File: src/core/rmc_pkg.sv
// Package for the radio mode control register bank: offsets, fields, reset values, types
package rmc_pkg;

  // ************************************************************
  // Register indices (byte address is four times the index)
  // ************************************************************
  localparam logic [11:0] IDX_STATE_STROBE = 12'h801;
  localparam logic [11:0] IDX_RX_OPTIONS = 12'h802;
  localparam logic [11:0] IDX_CAL_TRIGGERS = 12'h803;
  localparam logic [11:0] IDX_FIFO_END = 12'h804;
  localparam logic [11:0] IDX_FIFO_MARGIN = 12'h805;
  localparam logic [11:0] IDX_SLEEP_LOW = 12'h806;
  localparam logic [11:0] IDX_WAKE_MIXED = 12'h807;
  localparam logic [11:0] IDX_CLK_CRC_WAKE = 12'h808;
  localparam int ADDR_W = 16;

  // ************************************************************
  // Strobe codes and reset values
  // ************************************************************
  localparam logic [7:0] CODE_SLEEP = 8'h80;
  localparam logic [7:0] CODE_IDLE = 8'h90;
  localparam logic [7:0] CODE_STANDBY = 8'ha0;
  localparam logic [7:0] CODE_SYNTH = 8'hb0;
  localparam logic [7:0] CODE_TX = 8'hc0;
  localparam logic [7:0] CODE_RX = 8'hd0;
  localparam logic [7:0] RST_RX_OPTIONS = 8'h00;
  localparam logic [7:0] RST_CAL_TRIGGERS = 8'h00;
  localparam logic [7:0] RST_FIFO_END = 8'h3f;
  localparam logic [7:0] RST_FIFO_MARGIN = 8'h40;
  localparam logic [7:0] RST_SLEEP_LOW = 8'h00;
  localparam logic [7:0] RST_WAKE_MIXED = 8'h00;
  localparam logic [7:0] RST_CLK_CRC_WAKE = 8'h05;

  // ************************************************************
  // Field positions
  // ************************************************************
  localparam int RXO_AUTO_STRENGTH = 6;
  localparam int RXO_AUTO_LO = 5;
  localparam int RXO_CARRIER = 4;
  localparam int RXO_PATH_SELECT = 1;
  localparam int RXO_MEASURE = 0;
  localparam int CAL_REVERSE = 5;
  localparam int CCW_CHECKSUM = 4;
  localparam int CCW_LOW_ENERGY = 3;
  localparam int CCW_SLOW_OSC = 2;
  localparam int CCW_TIMER_SEL = 1;
  localparam int CCW_WAKE_EN = 0;
  localparam logic [1:0] RESP_OKAY = 2'b00;
  localparam logic [1:0] RESP_DECERR = 2'b11;

  // Radio states, one-hot
  typedef enum logic [5:0] {
    RMC_SLEEP = 6'b000001,
    RMC_IDLE = 6'b000010,
    RMC_STANDBY = 6'b000100,
    RMC_SYNTH = 6'b001000,
    RMC_TX = 6'b010000,
    RMC_RX = 6'b100000
  } rmc_state_t;

  // Live status from the radio core
  typedef struct packed {
    logic wait_until_done_signal;
    logic clock_out_pin_level;
    logic first_irq_pin_level;
    logic second_irq_pin_level;
    logic frame_sync_ok;
    logic carrier_detect_out;
  } rmc_status_t;

  // Static configuration to the radio core
  typedef struct packed {
    logic packet_path_select;
    logic internal_bit_a;
    logic internal_bit_b;
    logic buffer_reverse_enable;
    logic [7:0] buffer_end_pointer;
    logic [1:0] pointer_margin;
    logic [5:0] segment_start;
    logic [9:0] sleep_interval_timer;
    logic [8:0] active_interval_timer;
    logic [9:0] selected_wake_interval;
    logic timed_wake_enable;
    logic wake_timer_select;
    logic slow_osc_source;
    logic checksum_select;
    logic low_energy_mode_enable;
    logic [1:0] digital_clock_divider;
  } rmc_cfg_t;

endpackage

File: src/core/rmc_regs.sv
// Radio mode control register bank behind an AXI4-Lite slave
// What this block does
// Strobe byte write of a defined code moves the radio to that state.
// Software writes only the six defined strobe codes.
// Strobe address reads live done, clock-out, two irq and frame-sync levels.
// Auto strength enable starts a strength measurement on each receive entry.
// Auto offset enable shifts the oscillator one IF on each receive entry.
// Carrier-gated filter discards packets arriving without carrier detect.
// Bit 4 of receive options reads the carrier detector output.
// Software keeps internal bits 3 and 2 of receive options at zero.
// Path select bit: zero direct bit stream, one buffered mode.
// Measure trigger starts a conversion and clears itself when done.
// Five calibration trigger bits start calibrations and clear when done.
// Calibration bit 5 enables buffer reverse operation.
// Write-only buffer end pointer, reset 0x3f.
// Pointer margin bits 7:6 reset 01, segment start bits 5:0 reset 0.
// Ten-bit sleep interval from low byte plus two upper bits.
// Nine-bit active interval from wake register and calibration bits 7:6.
// Two-bit divider selects divide by 8, 16, 32 or 64.
// System clock for the radio core should be 8 MHz; the bench clocks it at 100 MHz.
// Checksum select: zero 16-bit, one 24-bit, when low energy off.
// Bit 3 of clock register enables low-energy packet mode.
// Timer select zero active, one sleep; separate enable turns wake on.
// Slow oscillator source: zero internal, one external.
// Undefined strobe code leaves the state unchanged.
module rmc_regs (
  // Clock and reset
  input wire logic i_clk_sys,
  input wire logic i_reset,
  // AXI4-Lite write address and data
  input wire logic i_awvalid,
  output logic o_awready,
  input wire logic [rmc_pkg::ADDR_W-1:0] i_awaddr,
  input wire logic [2:0] i_awprot,
  input wire logic i_wvalid,
  output logic o_wready,
  input wire logic [31:0] i_wdata,
  input wire logic [3:0] i_wstrb,
  // AXI4-Lite write response
  output logic o_bvalid,
  input wire logic i_bready,
  output logic [1:0] o_bresp,
  // AXI4-Lite read
  input wire logic i_arvalid,
  output logic o_arready,
  input wire logic [rmc_pkg::ADDR_W-1:0] i_araddr,
  input wire logic [2:0] i_arprot,
  output logic o_rvalid,
  input wire logic i_rready,
  output logic [31:0] o_rdata,
  output logic [1:0] o_rresp,
  // Radio core status and completions
  input wire rmc_pkg::rmc_status_t i_status,
  input wire logic i_measure_done,
  input wire logic [4:0] i_cal_done,
  input wire logic i_packet_end,
  // Radio core control
  output rmc_pkg::rmc_state_t o_radio_state,
  output logic o_state_change,
  output logic o_measure_trigger,
  output logic o_measure_in_rx,
  output logic [4:0] o_cal_triggers,
  output logic o_auto_strength_start,
  output logic o_auto_lo_offset,
  output logic o_packet_accept,
  output logic o_packet_discard,
  output logic o_digital_clk_en,
  output rmc_pkg::rmc_cfg_t o_cfg
);
  import rmc_pkg::*;

  // ************************************************************
  // Functions
  // ************************************************************
  // Strobe code to state; valid flag is false for reserved codes
  function automatic logic code_valid(input logic [7:0] code);
    code_valid = (code == CODE_SLEEP) || (code == CODE_IDLE) || (code == CODE_STANDBY) ||
                 (code == CODE_SYNTH) || (code == CODE_TX) || (code == CODE_RX);
  endfunction

  function automatic rmc_state_t code_state(input logic [7:0] code);
    case (code)
      CODE_SLEEP: code_state = RMC_SLEEP;
      CODE_IDLE: code_state = RMC_IDLE;
      CODE_STANDBY: code_state = RMC_STANDBY;
      CODE_SYNTH: code_state = RMC_SYNTH;
      CODE_TX: code_state = RMC_TX;
      CODE_RX: code_state = RMC_RX;
      default: code_state = RMC_IDLE;
    endcase
  endfunction

  // Byte address to register index; misaligned or out-of-range addresses never match
  function automatic logic [11:0] addr_idx(input logic [ADDR_W-1:0] addr);
    addr_idx = (addr[1:0] == 2'b00 && addr[ADDR_W-1:14] == 2'b00) ? addr[13:2] : 12'hfff;
  endfunction

  // ************************************************************
  // Storage
  // ************************************************************
  logic aw_held_r;
  logic w_held_r;
  logic [11:0] aw_idx_r;
  logic [7:0] wdata_r;
  logic wlane_r;
  logic bvalid_r;
  logic [1:0] bresp_r;
  logic rvalid_r;
  logic [31:0] rdata_r;
  logic [1:0] rresp_r;
  rmc_state_t state_r;
  rmc_state_t state_nxt;
  logic state_change_r;
  logic [7:0] rxo_r;
  logic [7:0] cal_r;
  logic [7:0] fifo_end_r;
  logic [7:0] fifo_margin_r;
  logic [7:0] sleep_low_r;
  logic [7:0] wake_mixed_r;
  logic [7:0] ccw_r;
  logic auto_strength_r;
  logic auto_lo_r;
  logic accept_r;
  logic discard_r;
  logic [5:0] div_cnt_r;

  // ************************************************************
  // Write channel
  // ************************************************************
  // Address and data are taken independently, then the write fires
  wire aw_take = i_awvalid && o_awready;
  wire w_take = i_wvalid && o_wready;
  wire [11:0] aw_idx_now = aw_held_r ? aw_idx_r : addr_idx(i_awaddr);
  wire [7:0] wdata_now = w_held_r ? wdata_r : i_wdata[7:0];
  wire wlane_now = w_held_r ? wlane_r : i_wstrb[0];
  wire wr_fire = (aw_held_r || aw_take) && (w_held_r || w_take) && !bvalid_r;
  wire wr_mapped = (aw_idx_now >= IDX_STATE_STROBE) && (aw_idx_now <= IDX_CLK_CRC_WAKE);
  wire wr_en = wr_fire && wr_mapped && wlane_now;
  wire wr_strobe = wr_en && (aw_idx_now == IDX_STATE_STROBE);
  wire wr_rxo = wr_en && (aw_idx_now == IDX_RX_OPTIONS);
  wire wr_cal = wr_en && (aw_idx_now == IDX_CAL_TRIGGERS);

  assign o_awready = !aw_held_r && !bvalid_r;
  assign o_wready = !w_held_r && !bvalid_r;
  assign o_bvalid = bvalid_r;
  assign o_bresp = bresp_r;

  // Hold the half that arrives first
  always_ff @(posedge i_clk_sys or posedge i_reset) begin
    if (i_reset) begin
      aw_held_r <= 1'b0;
      w_held_r <= 1'b0;
      aw_idx_r <= 12'h000;
      wdata_r <= 8'h00;
      wlane_r <= 1'b0;
    end else begin
      aw_held_r <= !wr_fire && (aw_held_r || aw_take);
      w_held_r <= !wr_fire && (w_held_r || w_take);
      if (aw_take) aw_idx_r <= addr_idx(i_awaddr);
      if (w_take) wdata_r <= i_wdata[7:0];
      if (w_take) wlane_r <= i_wstrb[0];
    end
  end

  // Response one cycle after both halves are in
  always_ff @(posedge i_clk_sys or posedge i_reset) begin
    if (i_reset) begin
      bvalid_r <= 1'b0;
      bresp_r <= RESP_OKAY;
    end else if (wr_fire) begin
      bvalid_r <= 1'b1;
      bresp_r <= wr_mapped ? RESP_OKAY : RESP_DECERR;
    end else if (i_bready) begin
      bvalid_r <= 1'b0;
    end
  end

  // ************************************************************
  // Radio state
  // ************************************************************
  // Reserved codes fall through and keep the present state
  assign state_nxt = (wr_strobe && code_valid(wdata_now)) ? code_state(wdata_now)
                                                          : state_r;
  wire enter_rx = (state_nxt == RMC_RX) && (state_r != RMC_RX);

  always_ff @(posedge i_clk_sys or posedge i_reset) begin
    if (i_reset) begin
      state_r <= RMC_IDLE;
      state_change_r <= 1'b0;
    end else begin
      state_r <= state_nxt;
      state_change_r <= wr_strobe && code_valid(wdata_now);
    end
  end

  // Receive entry automation; a repeated receive strobe is not an entry
  always_ff @(posedge i_clk_sys or posedge i_reset) begin
    if (i_reset) begin
      auto_strength_r <= 1'b0;
      auto_lo_r <= 1'b0;
    end else begin
      auto_strength_r <= enter_rx && rxo_r[RXO_AUTO_STRENGTH];
      auto_lo_r <= enter_rx && rxo_r[RXO_AUTO_LO];
    end
  end

  // ************************************************************
  // Control registers
  // ************************************************************
  // Self-clearing triggers: a fresh write start beats a completion in the same cycle
  wire meas_nxt = wr_rxo ? wdata_now[RXO_MEASURE]
                         : (rxo_r[RXO_MEASURE] && !i_measure_done);
  wire [4:0] cal_nxt = (cal_r[4:0] & ~i_cal_done) | (wr_cal ? wdata_now[4:0] : 5'h00);

  always_ff @(posedge i_clk_sys or posedge i_reset) begin
    if (i_reset) begin
      rxo_r <= RST_RX_OPTIONS;
      cal_r <= RST_CAL_TRIGGERS;
    end else begin
      if (wr_rxo) rxo_r[7:1] <= wdata_now[7:1];
      rxo_r[RXO_MEASURE] <= meas_nxt;
      if (wr_cal) cal_r[7:5] <= wdata_now[7:5];
      cal_r[4:0] <= cal_nxt;
    end
  end

  // Plain configuration bytes
  always_ff @(posedge i_clk_sys or posedge i_reset) begin
    if (i_reset) begin
      fifo_end_r <= RST_FIFO_END;
      fifo_margin_r <= RST_FIFO_MARGIN;
      sleep_low_r <= RST_SLEEP_LOW;
      wake_mixed_r <= RST_WAKE_MIXED;
      ccw_r <= RST_CLK_CRC_WAKE;
    end else if (wr_en) begin
      if (aw_idx_now == IDX_FIFO_END) fifo_end_r <= wdata_now;
      if (aw_idx_now == IDX_FIFO_MARGIN) fifo_margin_r <= wdata_now;
      if (aw_idx_now == IDX_SLEEP_LOW) sleep_low_r <= wdata_now;
      if (aw_idx_now == IDX_WAKE_MIXED) wake_mixed_r <= wdata_now;
      if (aw_idx_now == IDX_CLK_CRC_WAKE) ccw_r <= wdata_now;
    end
  end

  // ************************************************************
  // Packet filter
  // ************************************************************
  // Carrier is sampled at the end-of-packet pulse itself
  wire gate_on = rxo_r[RXO_CARRIER];
  wire drop_pkt = i_packet_end && gate_on && !i_status.carrier_detect_out;

  always_ff @(posedge i_clk_sys or posedge i_reset) begin
    if (i_reset) begin
      accept_r <= 1'b0;
      discard_r <= 1'b0;
    end else begin
      accept_r <= i_packet_end && !drop_pkt;
      discard_r <= drop_pkt;
    end
  end

  // ************************************************************
  // Digital clock divider
  // ************************************************************
  // Enable every 8 << select cycles; a select change restarts cleanly at wrap
  wire [5:0] div_last = 6'((6'd8 << ccw_r[7:6]) - 6'd1);
  wire div_wrap = (div_cnt_r >= div_last);

  always_ff @(posedge i_clk_sys or posedge i_reset) begin
    if (i_reset) begin
      div_cnt_r <= 6'h00;
    end else begin
      div_cnt_r <= div_wrap ? 6'h00 : 6'(div_cnt_r + 6'd1);
    end
  end

  assign o_digital_clk_en = div_wrap;

  // ************************************************************
  // Read channel
  // ************************************************************
  // Write-only registers read zero; only unmapped addresses error
  wire [11:0] ar_idx = addr_idx(i_araddr);
  wire ar_take = i_arvalid && o_arready;
  wire ar_mapped = (ar_idx >= IDX_STATE_STROBE) && (ar_idx <= IDX_CLK_CRC_WAKE);
  wire [7:0] status_byte = {i_status.wait_until_done_signal, i_status.clock_out_pin_level,
                            i_status.first_irq_pin_level, i_status.second_irq_pin_level,
                            i_status.frame_sync_ok, 3'b000};
  wire [7:0] rxo_byte = {1'b0, rxo_r[6:5], i_status.carrier_detect_out, rxo_r[3:0]};
  wire [7:0] rd_byte = (ar_idx == IDX_STATE_STROBE) ? status_byte :
                       (ar_idx == IDX_RX_OPTIONS) ? rxo_byte : 8'h00;

  assign o_arready = !rvalid_r;
  assign o_rvalid = rvalid_r;
  assign o_rdata = rdata_r;
  assign o_rresp = rresp_r;

  always_ff @(posedge i_clk_sys or posedge i_reset) begin
    if (i_reset) begin
      rvalid_r <= 1'b0;
      rdata_r <= 32'h0000_0000;
      rresp_r <= RESP_OKAY;
    end else if (ar_take) begin
      rvalid_r <= 1'b1;
      rdata_r <= {24'h00_0000, rd_byte};
      rresp_r <= ar_mapped ? RESP_OKAY : RESP_DECERR;
    end else if (i_rready) begin
      rvalid_r <= 1'b0;
    end
  end

  // ************************************************************
  // Outputs to the radio core
  // ************************************************************
  // Measurement kind follows the state: strength in receive, sensors otherwise
  assign o_radio_state = state_r;
  assign o_state_change = state_change_r;
  assign o_measure_trigger = rxo_r[RXO_MEASURE];
  assign o_measure_in_rx = (state_r == RMC_RX);
  assign o_cal_triggers = cal_r[4:0];
  assign o_auto_strength_start = auto_strength_r;
  assign o_auto_lo_offset = auto_lo_r;
  assign o_packet_accept = accept_r;
  assign o_packet_discard = discard_r;

  // Configuration bundle; internal bits are passed as written
  always_comb begin
    o_cfg.packet_path_select = rxo_r[RXO_PATH_SELECT];
    o_cfg.internal_bit_a = rxo_r[3];
    o_cfg.internal_bit_b = rxo_r[2];
    o_cfg.buffer_reverse_enable = cal_r[CAL_REVERSE];
    o_cfg.buffer_end_pointer = fifo_end_r;
    o_cfg.pointer_margin = fifo_margin_r[7:6];
    o_cfg.segment_start = fifo_margin_r[5:0];
    o_cfg.sleep_interval_timer = {wake_mixed_r[7:6], sleep_low_r};
    o_cfg.active_interval_timer = {1'b0, cal_r[7:6], wake_mixed_r[5:0]};
    o_cfg.selected_wake_interval = ccw_r[CCW_TIMER_SEL] ? {wake_mixed_r[7:6], sleep_low_r}
                                   : {2'b00, cal_r[7:6], wake_mixed_r[5:0]};
    o_cfg.timed_wake_enable = ccw_r[CCW_WAKE_EN];
    o_cfg.wake_timer_select = ccw_r[CCW_TIMER_SEL];
    o_cfg.slow_osc_source = ccw_r[CCW_SLOW_OSC];
    o_cfg.checksum_select = ccw_r[CCW_CHECKSUM] && !ccw_r[CCW_LOW_ENERGY];
    o_cfg.low_energy_mode_enable = ccw_r[CCW_LOW_ENERGY];
    o_cfg.digital_clock_divider = ccw_r[7:6];
  end

  // Gap between divider enables, for checking the ratio
  logic [7:0] gap_r;
  always_ff @(posedge i_clk_sys or posedge i_reset) begin
    if (i_reset) begin
      gap_r <= 8'h01; // Reset acts as an enable, so the first gap is full
    end else begin
      gap_r <= o_digital_clk_en ? 8'h01 : 8'(gap_r + 8'd1);
    end
  end
endmodule

File: config.mk
export PLATFORM = sky130hd
export DESIGN_NAME = rmc_regs
export DESIGN_NICKNAME = d
export VERILOG_FILES = /design/src/core/rmc_pkg.sv /design/src/core/rmc_regs.sv
export SDC_FILE = /design/constraint.sdc
export NUM_CORES = 1
export LEC_CHECK = 0
export BUFFER_PORTS_ARGS = -buffer_cell sky130_fd_sc_hd__buf_4
export CORE_ASPECT_RATIO = 0.5
export CORE_MARGIN = 2
export CORE_UTILIZATION = 53
export CTS_CLUSTER_DIAMETER = 200
export CTS_CLUSTER_SIZE = 10
export DETAILED_ROUTE_END_ITERATION = 8
export PLACE_DENSITY = 0.95
export RECOVER_POWER = 25
export SKIP_CTS_REPAIR_TIMING = 1
export SLEW_MARGIN = 20
export SYNTH_ARGS = -nofsm -noshare
export SYNTH_HDL_FRONTEND = slang
export SYNTH_SLANG_ARGS = --single-unit
File: constraint.sdc
create_clock -name i_clk_sys -period 6.3 [get_ports i_clk_sys]
set_input_delay 1.26 -clock i_clk_sys [delete_from_list [all_inputs] [get_ports i_clk_sys]]
set_output_delay 1.26 -clock i_clk_sys [all_outputs]
set_load 0.01 [all_outputs]
---- After elaboration in Yosys (flattened, before gate mapping) ----
Cells that the tools add are included.
storage, ports and cells
  output and inout bits ................... 116
  bits in registers ....................... 109
  word-level logic and storage cells ...... 129
operators by class
  eq/ne operators ......................... 19
  shift-type cells ........................ 1
  add/sub/neg operators ................... 2
  bitwise operators ....................... 3
  mux-type cells .......................... 19
  reductions and logical operators ........ 54
  order comparisons ....................... 5
operator list
  kind                                                       number
  equality test 12 bit, second input constant                10
  equality test 8 bit, second input constant                 6
  two-way mux 12 bit                                         3
  one-hot mux 6 bit (5 select lines)                         1
  logical AND 1 bit                                          27
  greater-or-equal comparator 12 bit, second input constant  2
  <= comparator 12 bit, second input constant                2
  two-way mux 8 bit                                          2
  equality test 6 bit, second input constant                 2
  two-way mux 6 bit                                          2
  two-way mux 10 bit                                         1
  AND reduction 2 bit                                        5
  logical NOT 1 bit                                          9
  logical NOT 2 bit                                          4
  logical OR 1 bit                                           7
  two-way mux 7 bit                                          1
  adder 6 x 1 -> 6 bit, second input constant                1
  greater-or-equal comparator 6 bit                          1
  two-way mux 1 bit                                          6
  inequality test 6 bit, second input constant               1
  << shifter 4 x 2 -> 6 bit, first input constant            1
  subtractor 6 x 1 -> 6 bit, second input constant           1
  AND 5 bit                                                  1
  two-way mux 5 bit                                          1
  other kinds (4)                                            6

---- Depth between registers and ports, before layout ----
  depth after elaboration ................. 14
  gate-level depth with buffers ........... 8
  gate-level depth less buffers ........... 6

---- Least setup slack after synthesis ----
OpenSTA, ideal clock, no wires.
  kind .................................... input port to flip-flop
  start ................................... input port i_awaddr[1] (netlist bit)
  end ..................................... register fifo_end_r[7]
  buffers on the path ..................... 1
  data required time ...................... 6.175 ns
  data arrival time ....................... 3.295 ns
  path slack .............................. 2.880 ns
  cell stages on the path ................. 6
  cells stage by stage .................... or4_1 > buf_2 > o31ai_2 > nand3_4 > nor4_4 > mux2_2
between the ends
  word-level cells in the longest chain between the ends .. 9
  elaborated cells on any way between the ends .. 11
RTL lines
  what                                                                        line             RTL
  from (decl)                                                                 rmc_regs.sv:33   input wire logic [rmc_pkg::ADDR_W-1:0] i_awaddr,
  logical NOT 2 bit (*)                                                       rmc_regs.sv:95   addr_idx = (addr[1:0] == 2'b00 && addr[ADDR_W-1:14] == 2'b00) ? addr[13:2] : 12'hfff;
  logical AND 1 bit (*)                                                       rmc_regs.sv:95
  two-way mux 12 bit (*)                                                      rmc_regs.sv:95
  two-way mux 12 bit (*)                                                      rmc_regs.sv:133  wire [11:0] aw_idx_now = aw_held_r ? aw_idx_r : addr_idx(i_awaddr);
  greater-or-equal comparator 12 bit or <= comparator 12 bit (tied branches)  rmc_regs.sv:137  wire wr_mapped = (aw_idx_now >= IDX_STATE_STROBE) && (aw_idx_now <= IDX_CLK_CRC_WAKE);
  logical AND 1 bit                                                           rmc_regs.sv:137
  logical AND 1 bit (2 in a row)                                              rmc_regs.sv:138  wire wr_en = wr_fire && wr_mapped && wlane_now;
  AND reduction 2 bit (no source line) (*)                                    n/a
  to (signal assigned)                                                        rmc_regs.sv:236  if (aw_idx_now == IDX_FIFO_END) fifo_end_r <= wdata_now;
  to (decl)                                                                   rmc_regs.sv:116  logic [7:0] fifo_end_r;
Every way passes the cells marked *; elsewhere a longest branch is shown, timed or not.
A chain may end at the register's enable or synchronous reset.

---- Final worst setup path ----
  start ................................... input port i_awaddr[1] (netlist bit)
  end ..................................... register sleep_low_r[4]
between the ends
  word-level cells in the longest chain between the ends .. 9
  elaborated cells on any way between the ends .. 11
RTL lines
  what                                                                        line             RTL
  logical NOT 2 bit (*)                                                       rmc_regs.sv:95
  logical AND 1 bit (*)                                                       rmc_regs.sv:95
  two-way mux 12 bit (*)                                                      rmc_regs.sv:95
  two-way mux 12 bit (*)                                                      rmc_regs.sv:133
  greater-or-equal comparator 12 bit or <= comparator 12 bit (tied branches)  rmc_regs.sv:137
  logical AND 1 bit                                                           rmc_regs.sv:137
  logical AND 1 bit (2 in a row)                                              rmc_regs.sv:138
  AND reduction 2 bit (no source line) (*)                                    n/a
  to (signal assigned)                                                        rmc_regs.sv:238  if (aw_idx_now == IDX_SLEEP_LOW) sleep_low_r <= wdata_now;
  to (decl)                                                                   rmc_regs.sv:118  logic [7:0] sleep_low_r;
Marks and branches as above.

==> flow_metrics.env <==
export IMPL_power_density_nw_per_um2=285
export IMPL_hold_viol=0
export IMPL_switching_share=0.327
export IMPL_netlist_top_cells_area="dfrtp_1 (46%), mux2_2 (17%), buf_4 (5.2%)"
export IMPL_slew_headroom=-0.337
export IMPL_syn_inst=428
export IMPL_first_pass_iters=5
export IMPL_final_setup_worst_slack_ns=2.58
export IMPL_drtIter0Drc=311
export IMPL_crit_path_cell_trace="clkbuf_4, or4_1, o31ai_2, nand3_4, nor4_4, mux2_2"
export IMPL_drc=0
export IMPL_core_rowCount=25
export IMPL_cp_slowest_stage_delay_ns=0.75
export IMPL_n_antenna_cell=0
export IMPL_pre_cts_ws_ns=2.28
export IMPL_fin_nets=665
export IMPL_power_leakage_nw=3.22
export IMPL_cts_tree="done"
export IMPL_start_kind="input pin"
export IMPL_finalCritPeriodShare=0.590
export IMPL_start_util=0.549
export IMPL_cts_inserted_buffers=9
export IMPL_grt_max_degree=62
export IMPL_die_area_um2=10700
export IMPL_finalClockSkew_ns=0.00856
export IMPL_setup_viol=0
export IMPL_min_path_type="reg2reg"
export IMPL_period_minus_slack_ns=3.72
export IMPL_first_global_vias=3903
export IMPL_clkLatencyLatePin_ns=0.35
export IMPL_max_clock_freq_mhz=269
export IMPL_power_switching_uw=612
export IMPL_synth_top_area_share=0.460
export IMPL_grt_pass1_wl_mm=20.5
export IMPL_grt_usage=0.253
export IMPL_cp_max_fo=10
export IMPL_path_clk_slew_ns=0.07
export IMPL_worstPathArrival_ns=3.95
export IMPL_dp_hpwl_mm=9.18
export IMPL_wl_per_cell_um=18.8
export IMPL_numPortBuffers=151
export IMPL_synth_area_um2=5220
export IMPL_clock_path_buffers=2
export IMPL_yosysMostFrequentCell="dfrtp_1"
export IMPL_cts_sinks=106
export IMPL_postRouteWirelength_mm=13.3
export IMPL_synthTopCellsByCount="dfrtp_1 (96), mux2_2 (80), buf_4 (36), nor2_1 (36), nand2_1 (19)"
export IMPL_syn_avg_cell_area_um2=12.2
export IMPL_postRouteAntennaNets=0
export IMPL_yosysUniqueCellTypes=58
export IMPL_htree_levels=3
export IMPL_peakVddDrop_mv=0.172
export IMPL_ys_async_sr_fraction=1.00
export IMPL_dpl_cell_count=691
export IMPL_worstMarginPinSlew_ns=1.99
export IMPL_required_ns=6.53
export IMPL_fp_dieH_um=74.2
export IMPL_p_seq_frac=0.450
export IMPL_viasPerCell=5.72
export IMPL_area_growth_pct=25.7
export IMPL_grt_overflow_total=0
export IMPL_coreArea_um2=9510
export IMPL_rsz0062_at_grt="no"
export IMPL_cts_root_buf="clkbuf_16"
export IMPL_status="finished, violations left"
export IMPL_fin_tns_setup_ns=0
export IMPL_drive_gt1_frac=0.451
export IMPL_synth_flop_cell="dfrtp_1"
export IMPL_comb_power_share=0.232
export IMPL_slew_viol_final=47
export IMPL_postLayoutCellArea_um2=6560
export IMPL_place_gp_congestion=0.770
export IMPL_cp_top_family="simple AND/OR/NAND/NOR gates"
export IMPL_path_buf_inv=1
export IMPL_drv_cap=1
export IMPL_die_w_um=144
export IMPL_num_io_pins=210
export IMPL_p_int_mw=1.26
export IMPL_criticalPathCategory="in2reg"
export IMPL_synth_edf_count=0
export IMPL_yosys_warnings=0
export IMPL_endpoint_kind="flip-flop"
export IMPL_placed_cell_area_um2=6300
export IMPL_ys_ff_latch=106
export IMPL_slowest_stage="or4_1"
export IMPL_violations="capacitance limit, slew limit"
export IMPL_via_count=4041
export IMPL_power_frac_clock=0.318
export IMPL_synth_top_area_cell="dfrtp_1"
export IMPL_final_cells=707
export IMPL_seq_area_frac_synth=0.511
export IMPL_finalPower_mw=1.87
export IMPL_antenna_found_initial=0
==> metal layers <==
layer  up-vias  global-route usage  share of wire
met2       198               0.442           0.51
li1       1772                   -              -
met1      2026               0.318           0.40
met5         -                   0              0
met4         0              0.0852          0.029
met3        45              0.0599          0.061
==> final timing paths <==
kind	startpoint	endpoint	slack (ns)	depth (start not counted)
hold reg to reg	div_cnt_r[0]	div_cnt_r[0]	0.48	1
min in group asynchronous	i_reset	aw_idx_r[7]	1.43	2
hold / removal	div_cnt_r[0]	div_cnt_r[0]	0.48	1
setup reg to reg	aw_held_r	sleep_low_r[4]	3.20	5
max in group asynchronous	i_reset	sleep_low_r[3]	3.37	3
setup / recovery	i_awaddr[1]	sleep_low_r[4]	2.58	6
==> layout by cell type, fill, tap and decap left out, drive strengths merged, types with 5 or more instances in the layout <==
cell / instances
dfstp: 10
nor2: 36
conb: 25
o22a: 10
nand3: 8
nor3: 6
buf: 131
nand2: 19
nor2b: 6
nor3b: 5
dfrtp: 96
mux2: 81
a22o: 5
nor4: 16
inv: 16
clkbuf: 30
==> sequential cells by signal (all words and copies together) (netlist names), 6 cells and up <==
name / count
fifo_end_r: 8
wake_mixed_r: 8
wdata_r: 8
aw_idx_r: 12
cal_r: 8
ccw_r: 7
fifo_margin_r: 8
sleep_low_r: 8
rxo_r: 7
o_radio_state: 6
div_cnt_r: 6
o_rdata: 8
==> power groups by stage <==
stage / logic, mW / clock network, mW / registers, mW
after CTS: 0.437 / 0.597 / 0.836
after floorplan: 0.315 / 0 / 0.807
after global placement: 0.407 / 0 / 0.839
after global routing: 0.474 / 0.628 / 0.850
after detailed placement: 0.428 / 0 / 0.845
final: 0.434 / 0.594 / 0.841
==> final cells by class <==
class,count,area [µm²]
fill,684,2950
timing repair buffer,152,1080
multi-input combinational,285,2280
inverter,13,50.0
tap,135,169
clock buffer,9,225
sequential,106,2670
clock inverter,7,95.1
==> kinds of logic (layout without fill, tap and decap cells) <==
group | after synthesis | after routing | share of synthesized area
simple gates | 121 | 121 | 0.151
mux | 82 | 82 | 0.177
compound gates | 47 | 47 | 0.0714
buf+inv | 61 | 181 | 0.0702
fa+ha+maj | 4 | 4 | 0.00959
flops | 106 | 106 | 0.511
other cells | 1 | 25 | 0.000719
xor+xnor | 6 | 6 | 0.0101
==> stage by stage <==
stage	hold WS, ns	util
3_5_place_dp	0.464	0.663
4_1_cts	0.481	0.697
6_report	0.483	0.690
2_1_floorplan	0.433	-
3_3_place_gp	0.444	0.663
5_1_grt	0.503	0.690
Power figures use the tool's default switching activity.
